## src/stop_brake_pkg.sv

```systemverilog
// Purpose: Shared constants and types of the stop and brake sequencer.
// Assumes: 250 MHz core clock, 32-bit classic Wishbone register port.
// Notes:   Configuration words sit at byte offset four times their index.
package stop_brake_pkg;

   // ------------------------------------------------------------
   // Timing
   // ------------------------------------------------------------
   localparam int CLK_PERIOD_NS  = 4;
   localparam int MS_TICK_NS     = 1_000_000;
   localparam int IDX_TICK_NS    = 100_000;
   localparam int CYC_PER_MS     = MS_TICK_NS / CLK_PERIOD_NS;
   localparam int CYC_PER_IDX    = IDX_TICK_NS / CLK_PERIOD_NS;

   // ------------------------------------------------------------
   // Register map
   // ------------------------------------------------------------
   localparam int CFG_NUM        = 13;
   localparam int CFG_VIB_SEL    = 0;
   localparam int CFG_VIB_SENS   = 1;
   localparam int CFG_VIB_BASE   = 2;
   localparam int CFG_RESID_LIM  = 3;
   localparam int CFG_STOP       = 4;
   localparam int CFG_DEC_TORQUE = 5;
   localparam int CFG_DEC_TIME   = 6;
   localparam int CFG_OPEN_DLY   = 7;
   localparam int CFG_STATIC_DLY = 8;
   localparam int CFG_ROT_THR    = 9;
   localparam int CFG_ROT_WAIT   = 10;
   localparam int CFG_IDX_WIDTH  = 11;
   localparam int CFG_IRQ_MASK   = 12;
   localparam logic [7:0] ADR_STATUS   = 8'h34;
   localparam logic [7:0] ADR_IRQ_STAT = 8'h38;

   localparam logic [15:0] CFG_MIN [CFG_NUM] = '{16'h0000, 16'h0032,
      16'h0000, 16'h0001, 16'h0000, 16'h0000, 16'h0000, 16'h0000,
      16'h0000, 16'h0000, 16'h0000, 16'h0000, 16'h0000};
   localparam logic [15:0] CFG_MAX [CFG_NUM] = '{16'h0002, 16'h01F4,
      16'h1388, 16'h0BB8, 16'h3432, 16'h015E, 16'hEA60, 16'h01F4,
      16'h01F4, 16'h1770, 16'h03E8, 16'h03E8, 16'h001F};
   localparam logic [15:0] CFG_RST [CFG_NUM] = '{16'h0000, 16'h0064,
      16'h0000, 16'h0001, 16'h0000, 16'h0000, 16'h0000, 16'h0000,
      16'h0000, 16'h0000, 16'h0000, 16'h0000, 16'h0000};

   // Stop configuration nibble positions.
   localparam int STOP_BASIC_LSB = 0;
   localparam int STOP_TWO_LSB   = 4;
   localparam int STOP_OT_LSB    = 8;
   localparam int STOP_FORCE_LSB = 12;

   // Interrupt status bits.
   localparam int IRQ_NUM       = 5;
   localparam int IRQ_VIB_WARN  = 0;
   localparam int IRQ_VIB_ALARM = 1;
   localparam int IRQ_RESID     = 2;
   localparam int IRQ_STOP      = 3;
   localparam int IRQ_READY     = 4;

   typedef enum logic [3:0] {
      ST_OFF, ST_ARM, ST_RUN, ST_DECEL, ST_LOCK, ST_COAST, ST_HOLD, ST_SPIN
   } seq_state_t;

endpackage

```

## src/down_timer.sv

```systemverilog
// Purpose: Loadable down counter stepped by a tick enable.
// Assumes: Load wins over a tick in the same cycle.
// Notes:   Busy is high while the count is nonzero.
`timescale 1ns/1ps
module down_timer #(
   parameter int W = 16
) (
   input  wire logic         i_clk,   // core clock
   input  wire logic         i_rst,   // synchronous reset
   input  wire logic         i_start, // load the count
   input  wire logic [W-1:0] i_load,  // count in ticks
   input  wire logic         i_tick,  // step enable
   output logic              o_busy   // count still running
);
   logic [W-1:0] cnt;

   always_ff @(posedge i_clk) begin
      if (i_rst) begin
         cnt <= '0;
      end else if (i_start) begin
         cnt <= i_load;
      end else if (i_tick && cnt != '0) begin
         cnt <= cnt - 1'b1;
      end
   end

   assign o_busy = (cnt != '0);
endmodule

```

## src/servo_stop_brake_sequencer.sv

```systemverilog
// Purpose: Stop method, holding brake and vibration supervision sequencer.
// Assumes: Speed, vibration and amplitude inputs are magnitudes, synchronous.
// Notes:   Registers answer one cycle after a request; unmapped reads zero.
`timescale 1ns/1ps
module servo_stop_brake_sequencer
   import stop_brake_pkg::*;
#(
   parameter int MS_DIV  = CYC_PER_MS,
   parameter int IDX_DIV = CYC_PER_IDX
) (
   input  wire logic        I_CORE_CLK,       // 250 MHz core clock
   input  wire logic        I_RST,            // synchronous reset, high
   input  wire logic        I_WB_CYC,         // bus cycle
   input  wire logic        I_WB_STB,         // bus strobe
   input  wire logic        I_WB_WE,          // write enable
   input  wire logic [7:0]  I_WB_ADR,         // byte address
   input  wire logic [31:0] I_WB_DAT,         // write data
   input  wire logic [3:0]  I_WB_SEL,         // byte enables
   output logic      [31:0] O_WB_DAT,         // read data
   output logic             O_WB_ACK,         // acknowledge
   input  wire logic        I_SERVO_ON,       // enable command level
   input  wire logic        I_FAULT_ONE,      // class-one fault level
   input  wire logic        I_FAULT_TWO,      // class-two fault level
   input  wire logic        I_FORCED_STOP,    // forced stop level
   input  wire logic        I_OVERTRAVEL,     // overtravel level
   input  wire logic [15:0] I_SPEED_RPM,      // speed magnitude
   input  wire logic [15:0] I_VIB_LEVEL,      // vibration speed
   input  wire logic [15:0] I_VIB_REFERENCE,  // vibration reference
   input  wire logic [15:0] I_RESID_AMP,      // residual amplitude
   input  wire logic [15:0] I_POS_DONE_THR,   // completion threshold
   input  wire logic        I_ENC_INDEX,      // raw index pulse
   output logic             O_MOTOR_ENERGISE, // power stage on
   output logic             O_DYNAMIC_BRAKE,  // dynamic brake on
   output logic             O_BRAKE_ENGAGE,   // holding brake engaged
   output logic             O_SERVO_LOCK,     // hold position stopped
   output logic             O_CMD_ACCEPT,     // commands accepted
   output logic             O_DECEL_TORQUE,   // torque deceleration
   output logic             O_DECEL_TIMED,    // timed deceleration
   output logic      [15:0] O_STOP_TORQUE,    // decel torque, percent
   output logic      [15:0] O_STOP_TIME,      // decel time, ms
   output logic             O_VIB_WARNING,    // vibration warning
   output logic             O_VIB_ALARM,      // vibration alarm
   output logic             O_RESID_VIB,      // residual vibration high
   output logic             O_INDEX_PULSE,    // shaped index pulse
   output logic             O_IRQ             // interrupt level
);

   // ------------------------------------------------------------
   // Register port
   // ------------------------------------------------------------
   function automatic logic [15:0] sat(input logic [31:0] v,
                                       input logic [15:0] lo,
                                       input logic [15:0] hi);
      logic [15:0] r;
      r = v[15:0];
      if (v < {16'h0000, lo}) begin
         r = lo;
      end else if (v > {16'h0000, hi}) begin
         r = hi;
      end
      return r;
   endfunction

   logic [15:0]        cfg [CFG_NUM];
   logic [IRQ_NUM-1:0] irq_stat;
   logic [IRQ_NUM-1:0] irq_ev;
   seq_state_t         state;
   seq_state_t         next_state;

   wire        req      = I_WB_CYC && I_WB_STB;
   wire        wr       = req && I_WB_WE && O_WB_ACK;
   wire [5:0]  word_idx = I_WB_ADR[7:2];
   wire        cfg_hit  = (I_WB_ADR[1:0] == 2'b00)
                       && (word_idx < 6'(CFG_NUM));
   wire [31:0] sel_mask = {{8{I_WB_SEL[3]}}, {8{I_WB_SEL[2]}},
                           {8{I_WB_SEL[1]}}, {8{I_WB_SEL[0]}}};
   wire [15:0] cfg_old  = cfg_hit ? cfg[word_idx[3:0]] : 16'h0000;
   wire [31:0] wr_word  = (I_WB_DAT & sel_mask)
                        | ({16'h0000, cfg_old} & ~sel_mask);
   wire [31:0] status_w = {16'h0000, 4'(state), 4'h0, O_MOTOR_ENERGISE,
                           O_BRAKE_ENGAGE, O_DYNAMIC_BRAKE, O_CMD_ACCEPT,
                           O_VIB_WARNING, O_VIB_ALARM, O_RESID_VIB,
                           O_SERVO_LOCK};
   wire [31:0] rd_word  = cfg_hit ? {16'h0000, cfg_old}
                        : (I_WB_ADR == ADR_STATUS) ? status_w
                        : (I_WB_ADR == ADR_IRQ_STAT)
                          ? {27'h0, irq_stat} : 32'h0000_0000;
   wire        irq_clr_hit = wr && (I_WB_ADR == ADR_IRQ_STAT)
                          && I_WB_SEL[0];

   // Stop nibbles are capped one by one, other words by their range.
   wire [15:0] stop_w = {4'(sat({28'h0, wr_word[15:12]}, 16'h0, 16'h2)),
                         4'(sat({28'h0, wr_word[11:8]}, 16'h0, 16'h4)),
                         4'(sat({28'h0, wr_word[7:4]}, 16'h0, 16'h2)),
                         4'(sat({28'h0, wr_word[3:0]}, 16'h0, 16'h2))};

   always_ff @(posedge I_CORE_CLK) begin
      if (I_RST) begin
         O_WB_ACK <= 1'b0;
         O_WB_DAT <= 32'h0000_0000;
      end else begin
         O_WB_ACK <= req && !O_WB_ACK;
         if (req && !O_WB_ACK) begin
            O_WB_DAT <= rd_word;
         end
      end
   end

   always_ff @(posedge I_CORE_CLK) begin
      for (int i = 0; i < CFG_NUM; i++) begin
         if (I_RST) begin
            cfg[i] <= CFG_RST[i];
         end else if (wr && cfg_hit && word_idx == 6'(i)) begin
            cfg[i] <= (i == CFG_STOP) ? stop_w
                      : sat(wr_word, CFG_MIN[i], CFG_MAX[i]);
         end
      end
   end

   // Set wins over a write-one clear in the same cycle.
   always_ff @(posedge I_CORE_CLK) begin
      if (I_RST) begin
         irq_stat <= '0;
      end else begin
         irq_stat <= (irq_stat & ~(irq_clr_hit ? I_WB_DAT[IRQ_NUM-1:0]
                      : '0)) | irq_ev;
      end
   end

   assign O_IRQ = |(irq_stat & cfg[CFG_IRQ_MASK][IRQ_NUM-1:0]);

   // ------------------------------------------------------------
   // Field decode
   // ------------------------------------------------------------
   wire [1:0]  vib_sel    = cfg[CFG_VIB_SEL][1:0];
   wire [1:0]  basic_sel  = cfg[CFG_STOP][STOP_BASIC_LSB +: 2];
   wire [1:0]  two_sel    = cfg[CFG_STOP][STOP_TWO_LSB +: 2];
   wire [2:0]  ot_sel     = cfg[CFG_STOP][STOP_OT_LSB +: 3];
   wire [1:0]  force_sel  = cfg[CFG_STOP][STOP_FORCE_LSB +: 2];
   wire        standstill = (I_SPEED_RPM == 16'h0000);

   assign O_STOP_TORQUE = cfg[CFG_DEC_TORQUE];
   assign O_STOP_TIME   = cfg[CFG_DEC_TIME];

   // ------------------------------------------------------------
   // Vibration supervision
   // ------------------------------------------------------------
   wire [31:0] vib_scaled = {16'h0000, I_VIB_LEVEL} * 32'd100;
   wire [31:0] vib_limit  = {16'h0000, I_VIB_REFERENCE}
                          * {16'h0000, cfg[CFG_VIB_SENS]};
   wire        vib_det    = (I_VIB_LEVEL >= cfg[CFG_VIB_BASE])
                         && (vib_scaled >= vib_limit);
   wire [31:0] resid_sc   = {16'h0000, I_RESID_AMP} * 32'd1000;
   wire [31:0] resid_lim  = {16'h0000, I_POS_DONE_THR}
                          * {16'h0000, cfg[CFG_RESID_LIM]};
   wire        resid_det  = resid_sc > resid_lim;

   always_ff @(posedge I_CORE_CLK) begin
      if (I_RST) begin
         O_VIB_WARNING <= 1'b0;
         O_VIB_ALARM   <= 1'b0;
         O_RESID_VIB   <= 1'b0;
      end else begin
         O_VIB_WARNING <= vib_det && (vib_sel == 2'd1);
         O_VIB_ALARM   <= vib_det && (vib_sel == 2'd2);
         O_RESID_VIB   <= resid_det;
      end
   end

   // ------------------------------------------------------------
   // Stop cause selection
   // ------------------------------------------------------------
   // Class one and servo off take the basic stop at once, except from coast, which goes straight to off.
   wire hard_stop  = I_FAULT_ONE || !I_SERVO_ON;
   wire two_dec    = I_FAULT_TWO && two_sel != 2'd0;
   wire force_dec  = I_FORCED_STOP && force_sel != 2'd0;
   wire ot_dec     = I_OVERTRAVEL && ot_sel != 3'd0;
   wire any_cause  = hard_stop || I_FAULT_TWO || I_FORCED_STOP
                  || I_OVERTRAVEL;
   wire basic_now  = hard_stop
                  || (I_FAULT_TWO && two_sel == 2'd0)
                  || (!I_FAULT_TWO && I_FORCED_STOP && force_sel == 2'd0)
                  || (!I_FAULT_TWO && !I_FORCED_STOP && I_OVERTRAVEL
                      && ot_sel == 3'd0);
   wire use_torque = two_dec ? (two_sel == 2'd1)
                   : force_dec ? (force_sel == 2'd1)
                   : (ot_sel == 3'd1 || ot_sel == 3'd2);
   wire ot_only    = !I_FAULT_TWO && !I_FORCED_STOP && ot_dec;
   wire ot_lock    = ot_sel == 3'd1 || ot_sel == 3'd3;
   wire stop_state = standstill ? 1'b1 : 1'b0;

   logic dec_torque;
   logic dec_ot;
   logic dec_lock;

   // ------------------------------------------------------------
   // Sequence timing
   // ------------------------------------------------------------
   logic        ms_tick;
   logic        seq_busy;
   wire         seq_start = (next_state != state);
   wire [15:0]  arm_dly   = (cfg[CFG_OPEN_DLY] > cfg[CFG_STATIC_DLY])
                          ? cfg[CFG_OPEN_DLY] : cfg[CFG_STATIC_DLY];
   wire [15:0]  seq_load  = (next_state == ST_ARM) ? arm_dly
                          : (next_state == ST_HOLD) ? cfg[CFG_STATIC_DLY]
                          : (next_state == ST_SPIN) ? cfg[CFG_ROT_WAIT]
                          : (next_state == ST_DECEL) ? cfg[CFG_DEC_TIME]
                          : 16'h0000;

   tick_div #(.DIV(MS_DIV)) u_ms_tick (
      .i_clk  (I_CORE_CLK),
      .i_rst  (I_RST),
      .i_clr  (seq_start),
      .o_tick (ms_tick)
   );

   down_timer #(.W(16)) u_seq_timer (
      .i_clk   (I_CORE_CLK),
      .i_rst   (I_RST),
      .i_start (seq_start),
      .i_load  (seq_load),
      .i_tick  (ms_tick),
      .o_busy  (seq_busy)
   );

   // ------------------------------------------------------------
   // Sequencer
   // ------------------------------------------------------------
   // Basic stop splits on motion: brake at once when stationary,
   // otherwise wait for low speed while the motor runs down.
   wire [3:0] basic_next = stop_state ? 4'(ST_HOLD) : 4'(ST_SPIN);

   always_comb begin
      next_state = state;
      case (state)
         ST_OFF: begin
            if (!any_cause) begin
               next_state = ST_ARM;
            end
         end
         ST_ARM, ST_RUN, ST_LOCK: begin
            if (basic_now) begin
               next_state = seq_state_t'(basic_next);
            end else if (state == ST_LOCK && (I_FAULT_TWO || I_FORCED_STOP)) begin
               next_state = seq_state_t'(basic_next);
            end else if (state == ST_LOCK) begin
               next_state = I_OVERTRAVEL ? ST_LOCK : ST_RUN;
            end else if (two_dec || force_dec || ot_dec) begin
               next_state = ST_DECEL;
            end else if (state == ST_ARM && !seq_busy) begin
               next_state = ST_RUN;
            end
         end
         ST_DECEL: begin
            if (hard_stop) begin
               next_state = seq_state_t'(basic_next);
            end else if (standstill || (!dec_torque && !seq_busy)) begin
               if (!dec_ot) begin
                  next_state = seq_state_t'(basic_next);
               end else begin
                  next_state = dec_lock ? ST_LOCK : ST_COAST;
               end
            end
         end
         ST_COAST: begin
            if (!I_OVERTRAVEL || hard_stop) begin
               next_state = ST_OFF;
            end
         end
         ST_HOLD: begin
            if (!seq_busy) begin
               next_state = ST_OFF;
            end
         end
         ST_SPIN: begin
            if (I_SPEED_RPM < cfg[CFG_ROT_THR] || !seq_busy) begin
               next_state = ST_OFF;
            end
         end
         default: next_state = ST_OFF;
      endcase
   end

   always_ff @(posedge I_CORE_CLK) begin
      if (I_RST) begin
         state      <= ST_OFF;
         dec_torque <= 1'b0;
         dec_ot     <= 1'b0;
         dec_lock   <= 1'b0;
      end else begin
         state <= next_state;
         if (next_state == ST_DECEL && state != ST_DECEL) begin
            dec_torque <= use_torque;
            dec_ot     <= ot_only;
            dec_lock   <= ot_lock;
         end
      end
   end

   // ------------------------------------------------------------
   // Drive outputs
   // ------------------------------------------------------------
   wire de_energised = (state == ST_OFF) || (state == ST_SPIN)
                    || (state == ST_COAST);

   assign O_MOTOR_ENERGISE = !de_energised;
   assign O_BRAKE_ENGAGE   = (state == ST_OFF) || (state == ST_HOLD);
   assign O_SERVO_LOCK     = (state == ST_LOCK);
   assign O_CMD_ACCEPT     = (state == ST_RUN);
   assign O_DECEL_TORQUE   = (state == ST_DECEL) && dec_torque;
   assign O_DECEL_TIMED    = (state == ST_DECEL) && !dec_torque;

   // Dynamic brake is held by 0, dropped at standstill by 1, never by 2.
   assign O_DYNAMIC_BRAKE  = (state == ST_OFF || state == ST_SPIN)
                          && (basic_sel == 2'd0
                              || (basic_sel == 2'd1 && !standstill));

   wire run_like = (state == ST_RUN) || (state == ST_ARM)
                || (state == ST_LOCK);
   assign irq_ev = {(next_state == ST_RUN) && (state != ST_RUN),
                    run_like && seq_start && next_state != ST_RUN
                    && next_state != ST_LOCK,
                    resid_det && !O_RESID_VIB,
                    vib_det && (vib_sel == 2'd2) && !O_VIB_ALARM,
                    vib_det && (vib_sel == 2'd1) && !O_VIB_WARNING};

   // ------------------------------------------------------------
   // Index pulse shaping
   // ------------------------------------------------------------
   logic idx_tick;
   logic idx_busy;

   tick_div #(.DIV(IDX_DIV)) u_idx_tick (
      .i_clk  (I_CORE_CLK),
      .i_rst  (I_RST),
      .i_clr  (I_ENC_INDEX),
      .o_tick (idx_tick)
   );

   down_timer #(.W(16)) u_idx_timer (
      .i_clk   (I_CORE_CLK),
      .i_rst   (I_RST),
      .i_start (I_ENC_INDEX),
      .i_load  (cfg[CFG_IDX_WIDTH]),
      .i_tick  (idx_tick),
      .o_busy  (idx_busy)
   );

   always_ff @(posedge I_CORE_CLK) begin
      if (I_RST) begin
         O_INDEX_PULSE <= 1'b0;
      end else begin
         O_INDEX_PULSE <= (cfg[CFG_IDX_WIDTH] == 16'h0000)
                          ? I_ENC_INDEX : idx_busy;
      end
   end

   // ------------------------------------------------------------
   // Checks
   // ------------------------------------------------------------
   a_vib_off_quiet: assert property (@(posedge I_CORE_CLK) disable iff (I_RST)
      $past(vib_sel) == 2'd0 |-> !O_VIB_WARNING && !O_VIB_ALARM)
      else $error("vibration flagged while detection is off");
   a_vib_alarm_cause: assert property (@(posedge I_CORE_CLK) disable iff (I_RST)
      vib_det && vib_sel == 2'd2 |=> O_VIB_ALARM && !O_VIB_WARNING)
      else $error("vibration alarm missing in alarm mode");
   a_sens_in_range: assert property (@(posedge I_CORE_CLK) disable iff (I_RST)
      cfg[CFG_VIB_SENS] >= 16'd50 && cfg[CFG_VIB_SENS] <= 16'd500)
      else $error("sensitivity left its range");
   a_coast_no_db: assert property (@(posedge I_CORE_CLK) disable iff (I_RST)
      basic_sel == 2'd2 |-> !O_DYNAMIC_BRAKE)
      else $error("dynamic brake used in coast mode");
   a_decel_one_mode: assert property (@(posedge I_CORE_CLK) disable iff (I_RST)
      state == ST_DECEL |-> O_DECEL_TORQUE != O_DECEL_TIMED)
      else $error("deceleration mode ambiguous");
   a_accept_after_arm: assert property (@(posedge I_CORE_CLK) disable iff (I_RST)
      $rose(O_CMD_ACCEPT) |-> $past(state) == ST_LOCK
         || ($past(state) == ST_ARM && !$past(seq_busy)))
      else $error("commands accepted before delay ended");
   a_hold_energised: assert property (@(posedge I_CORE_CLK) disable iff (I_RST)
      state == ST_HOLD |-> O_BRAKE_ENGAGE && O_MOTOR_ENERGISE)
      else $error("hold lost brake or power");
   a_spin_threshold: assert property (@(posedge I_CORE_CLK) disable iff (I_RST)
      state == ST_SPIN && I_SPEED_RPM < cfg[CFG_ROT_THR] |=> O_BRAKE_ENGAGE)
      else $error("brake late below speed threshold");
   a_wb_ack_next: assert property (@(posedge I_CORE_CLK) disable iff (I_RST)
      req && !O_WB_ACK |=> O_WB_ACK ##1 !O_WB_ACK)
      else $error("bus answer not one cycle long");
endmodule

```

## src/tick_div.sv

```systemverilog
// Purpose: Divides the core clock into a one-cycle tick enable.
// Assumes: Clear restarts the period so a delay starts on a whole tick.
// Notes:   First tick comes DIV cycles after clear.
`timescale 1ns/1ps
module tick_div #(
   parameter int DIV = 250000
) (
   input  wire logic i_clk,  // core clock
   input  wire logic i_rst,  // synchronous reset
   input  wire logic i_clr,  // restart the period
   output logic      o_tick  // one-cycle tick
);
   localparam int W = $clog2(DIV);
   logic [W-1:0] cnt;
   wire          wrap = (cnt == W'(DIV - 1));

   always_ff @(posedge i_clk) begin
      if (i_rst || i_clr || wrap) begin
         cnt <= '0;
      end else begin
         cnt <= cnt + 1'b1;
      end
   end

   assign o_tick = wrap && !i_clr;
endmodule

```

## config.mk

```make
export PLATFORM = sky130hd
export DESIGN_NAME = servo_stop_brake_sequencer
export DESIGN_NICKNAME = d
export VERILOG_FILES = /design/src/stop_brake_pkg.sv /design/src/down_timer.sv /design/src/servo_stop_brake_sequencer.sv /design/src/tick_div.sv
export SDC_FILE = /design/constraint.sdc
export NUM_CORES = 2
export LEC_CHECK = 0
export ABC_AREA = 1
export BUFFER_PORTS_ARGS = -buffer_cell sky130_fd_sc_hd__buf_2
export CAP_MARGIN = 20
export CORE_MARGIN = 10
export CORE_UTILIZATION = 59
export CTS_CLUSTER_SIZE = 30
export DETAILED_ROUTE_END_ITERATION = 6
export PLACE_DENSITY_LB_ADDON = 0.25
export RECOVER_POWER = 100
export SYNTH_ARGS = -nofsm -noshare
export SYNTH_HDL_FRONTEND = slang
export SYNTH_HIERARCHICAL = 1
export SYNTH_SLANG_ARGS = --single-unit
```

## constraint.sdc

```tcl
create_clock -name I_CORE_CLK -period 9.61 [get_ports I_CORE_CLK]
set_input_delay 1.922 -clock I_CORE_CLK [delete_from_list [all_inputs] [get_ports I_CORE_CLK]]
set_output_delay 1.922 -clock I_CORE_CLK [all_outputs]
set_load 0.02 [all_outputs]
```

==> results.md <==
- Final-report max-slew violation count: 103
- #FFs+latches synth: 306
- Count of max-cap constraint violations: 4
- Leakage: 0.0234 µW
- Tightest slew margin relative to the limit: -58.5%
- Startpoint of the worst hold path: u_ms_tick/cnt[0]
- Share of final-layout standard cells stronger than drive strength 1: 5.09%
- Layout overhead on the synthesized area: 5.84%
- Setup Viol. Count Final: 0
- # clock sinks: 306
- Post-route core utilization: 63.0%
- RSZ-0062 raised after global routing: false
- Netlist Area Pre-Place: 41600 µm²
- Maximum vdd drop: 341 µV
- Root buffer cell: clkbuf_16
- Antenna violations before repair: 7
- DIE HEIGHT: 286 µm
- Worst min-delay path endpoint: u_ms_tick/cnt[0]
- Starting utilization of the core area: 59.5%
- Worst path required time: 9950 ps
- Most used standard cells in the synthesized netlist: nand2_1, inv_1, nor2_1
- Clock transition time at the flip-flop clock pins of the worst setup and hold paths: 60 ps
- Wire length after detailed routing: 122 mm
- Post-cts sizing count: 0
- Fraction of the yosys area taken by sequential cells: 19.7%
- Startpoint kind of the worst setup timing path: input pin
- Actual transition at the worst max-transition pin: 2380 ps
- Final setup slack of the worst path: 626 ps
- Number of routed nets with antenna violations: 0
- Fin Setup TNS: 0 ps
- Critical-path cell with the highest stage delay: clkinvlp_2
- Clock insertion delay at the later pin of the skew report: 590 ps
- Die X-Extent: 286 µm
- Slack of the worst reg-to-reg path: 1940 ps
- Clock skew: 15.3 ps
- Top FF cell, synth: edfxtp_1
- Number of levels the H-tree was split into: 1
- Violated checks: capacitance limit, slew limit
- RD Place Congestion: 0.980
- Number of nets at the end of the flow: 6731
- Hold Crit Class: reg -> reg
- Post-synth top area cell: fa_1
- Share of the clock period used by the worst path after layout: 93.5%
- FILL cells: 6459
- Worst-case hold slack: 468 ps
- CP max stage delay: 1540 ps
- Count of boundary I/O pins: 212
- Asr flop ratio synth: 0%
- Post-DR vias/cell: 5.42
- EDFF count, synth: 208
- Number of failing hold endpoints at the final stage: 0
- Synth Warn #: 6
- Category of the critical setup timing path: in -> reg
- FF-to-FF Start: cfg[1][3]
- Share of the synthesized area in the top cell type: 21.8%
- Number of standard-cell rows in the floorplan: 97
- Total DRC errors in the routed layout: 0
- Cells along the critical path: clkbuf_1, clkinvlp_2, nand2_1, nand2_2, nand2_1, nor2_1, nand2_1, nor2_1, nand2_1, nand2_1, nor2_1, nand3_2, nor2_1, nand2_4, nor2_4, nand2_1, nand2_1, inv_1
- Cell types occupying the most area after synthesis: fa_1, edfxtp_1, nand2_1, ha_1, inv_1
- Post-DP HPWL: 96.9 mm
- Capture point of the worst reg-to-reg path: O_VIB_WARNING
- Maximum clock rate: 111 MHz
- Total number of vias: 36311
- WHS Path Cells: 1
- Most numerous cell on the critical path: nand2_1
- Count of hold-fix buffers inserted at cts: 0
- Outcome: complete, but fails checks
- Number of cells on the worst reg-to-reg path: 30
- Final cell count without fillers: 6702
- Worst Path Max Fanout: 30
- Global-route wire length before repair: 194 mm
- Setup Slack @ Placement: 818 ps
- Number of different library cells in the post-synthesis netlist: 56
- Post-Place Cells: 6643
- Overall track demand over capacity in global routing: 29.8%
- Clock tree from TritonCTS: built
- Capturing element type of the critical path: register
- Total gr overflow: 0
- Mean area per synthesized cell: 7.45 µm²
- Most common cell in the netlist: nand2_1
- Die footprint: 81500 µm²
- Number of buffers created by CTS: 30
- Total power per unit cell area: 302 nW/µm²
- IO Port Bufs: 195
- Number of global-route vias before repair: 36342
- Synthesized instance count: 5584
- Post-CTS repair timing setup buffer count: 0
- Violation count after the first detailed-route iteration: 3147
- 1st-pass router iterations: 6
- WL per Instance: 18.1 µm
- Largest net degree at the start of global routing: 40
- Std-Cell Core Area: 69900 µm²
- Worst EP arrival: 9330 ps
- Buffer depth of the longest clock path: 3
- Final period demand of the worst path: 8980 ps
==> how the worst max path moves through the flow <==
stage | from | to
after detailed placement | I_VIB_REFERENCE[4] | O_VIB_WARNING
after CTS | I_VIB_REFERENCE[4] | O_VIB_WARNING
after global routing | I_WB_ADR[2] | cfg[12][4]
final | I_WB_ADR[2] | cfg[12][0]
after floorplan | I_POS_DONE_THR[5] | irq_stat[2]
after global placement | I_POS_DONE_THR[5] | irq_stat[2]
==> flip-flops by register name (all words and copies together) (netlist names), 4 cells and up <==
name	count
cfg	208
u_ms_tick/cnt	18
O_WB_DAT	16
u_idx_timer/cnt	16
u_seq_timer/cnt	16
u_idx_tick/cnt	15
irq_stat	5
state	4
==> layer usage <==
metal / track usage [%] / share of wire, % / vias up
met5: 0 / 0.011 / -
met4: 10.7 / 3.7 / 2
met3: 4.71 / 8.8 / 245
met2: 49.1 / 47 / 1617
met1: 39.3 / 41 / 17209
li1: - / - / 17238
==> metrics by stage <==
| stage | power (µW) | area, µm² |
|---|---|---|
| after floorplan | 9360 | 42000 |
| final | 13300 | 44000 |
| after global routing | 15000 | 44000 |
| after CTS | 13300 | 44200 |
| after detailed placement | 12000 | 43300 |
| after global placement | 11800 | 43300 |
==> report_power, final <==
part	internal (µW)	switching (µW)	leakage, µW
clock	647	535	0.000459
combinational	3950	6600	0.0200
sequential	1470	72.5	0.00290
total	6070	7210	0.0234
==> worst max-delay path: cells and delay by family <==
kind                   cells  cell delay [ps]
buffers and inverters      3             2880
and+or+nand+nor           15             4480
==> cells in the final DEF, fill, tap and decap left out, types with 12 or more instances in the layout <==
cell | synthesis | layout
o21ai_0 | 153 | 153
clkbuf_1 | 142 | 81
nor2_2 | 35 | 25
fa_1 | 453 | 453
nand4_1 | 76 | 76
nand3_1 | 156 | 159
inv_1 | 1155 | 1158
xnor2_1 | 39 | 39
conb_1 | 1 | 99
nor3_1 | 61 | 61
buf_4 | 24 | 20
a21oi_1 | 229 | 230
a31oi_1 | 17 | 17
edfxtp_1 | 208 | 208
ha_1 | 408 | 408
nand2_1 | 1412 | 1429
o21bai_1 | 13 | 13
clkbuf_16 | 0 | 30
xor2_1 | 73 | 73
nand2_4 | 18 | 12
nand2_2 | 29 | 18
nor2_1 | 626 | 637
buf_2 | 16 | 131
dfxtp_1 | 98 | 98
==> final cells by class <==
class / instances / area (µm²) / area share [%]
Multi-Input combinational cell: 3998 / 28200 / 64.0
Inverter: 1176 / 4420 / 10.0
Timing Repair Buffer: 223 / 1080 / 2.44
Clock inverter: 14 / 141 / 0.321
Sequential cell: 306 / 8210 / 18.6
Antenna cell: 4 / 10.0 / 0.0227
Tap cell: 940 / 1180 / 2.67
Clock buffer: 41 / 812 / 1.84
==> cell families (layout without fill, tap and decap cells) <==
family | count (synthesis) | in the layout | synth area share [%]
compound gates | 464 | 464 | 6.08
xor+xnor | 112 | 112 | 2.36
fa+ha+maj | 861 | 861 | 34.1
buf+inv | 1378 | 1454 | 13.1
flops | 306 | 306 | 19.7
other cells | 1 | 103 | 0.00902
simple gates | 2462 | 2462 | 24.6
Note: power is estimated with default switching activity, not from simulation.
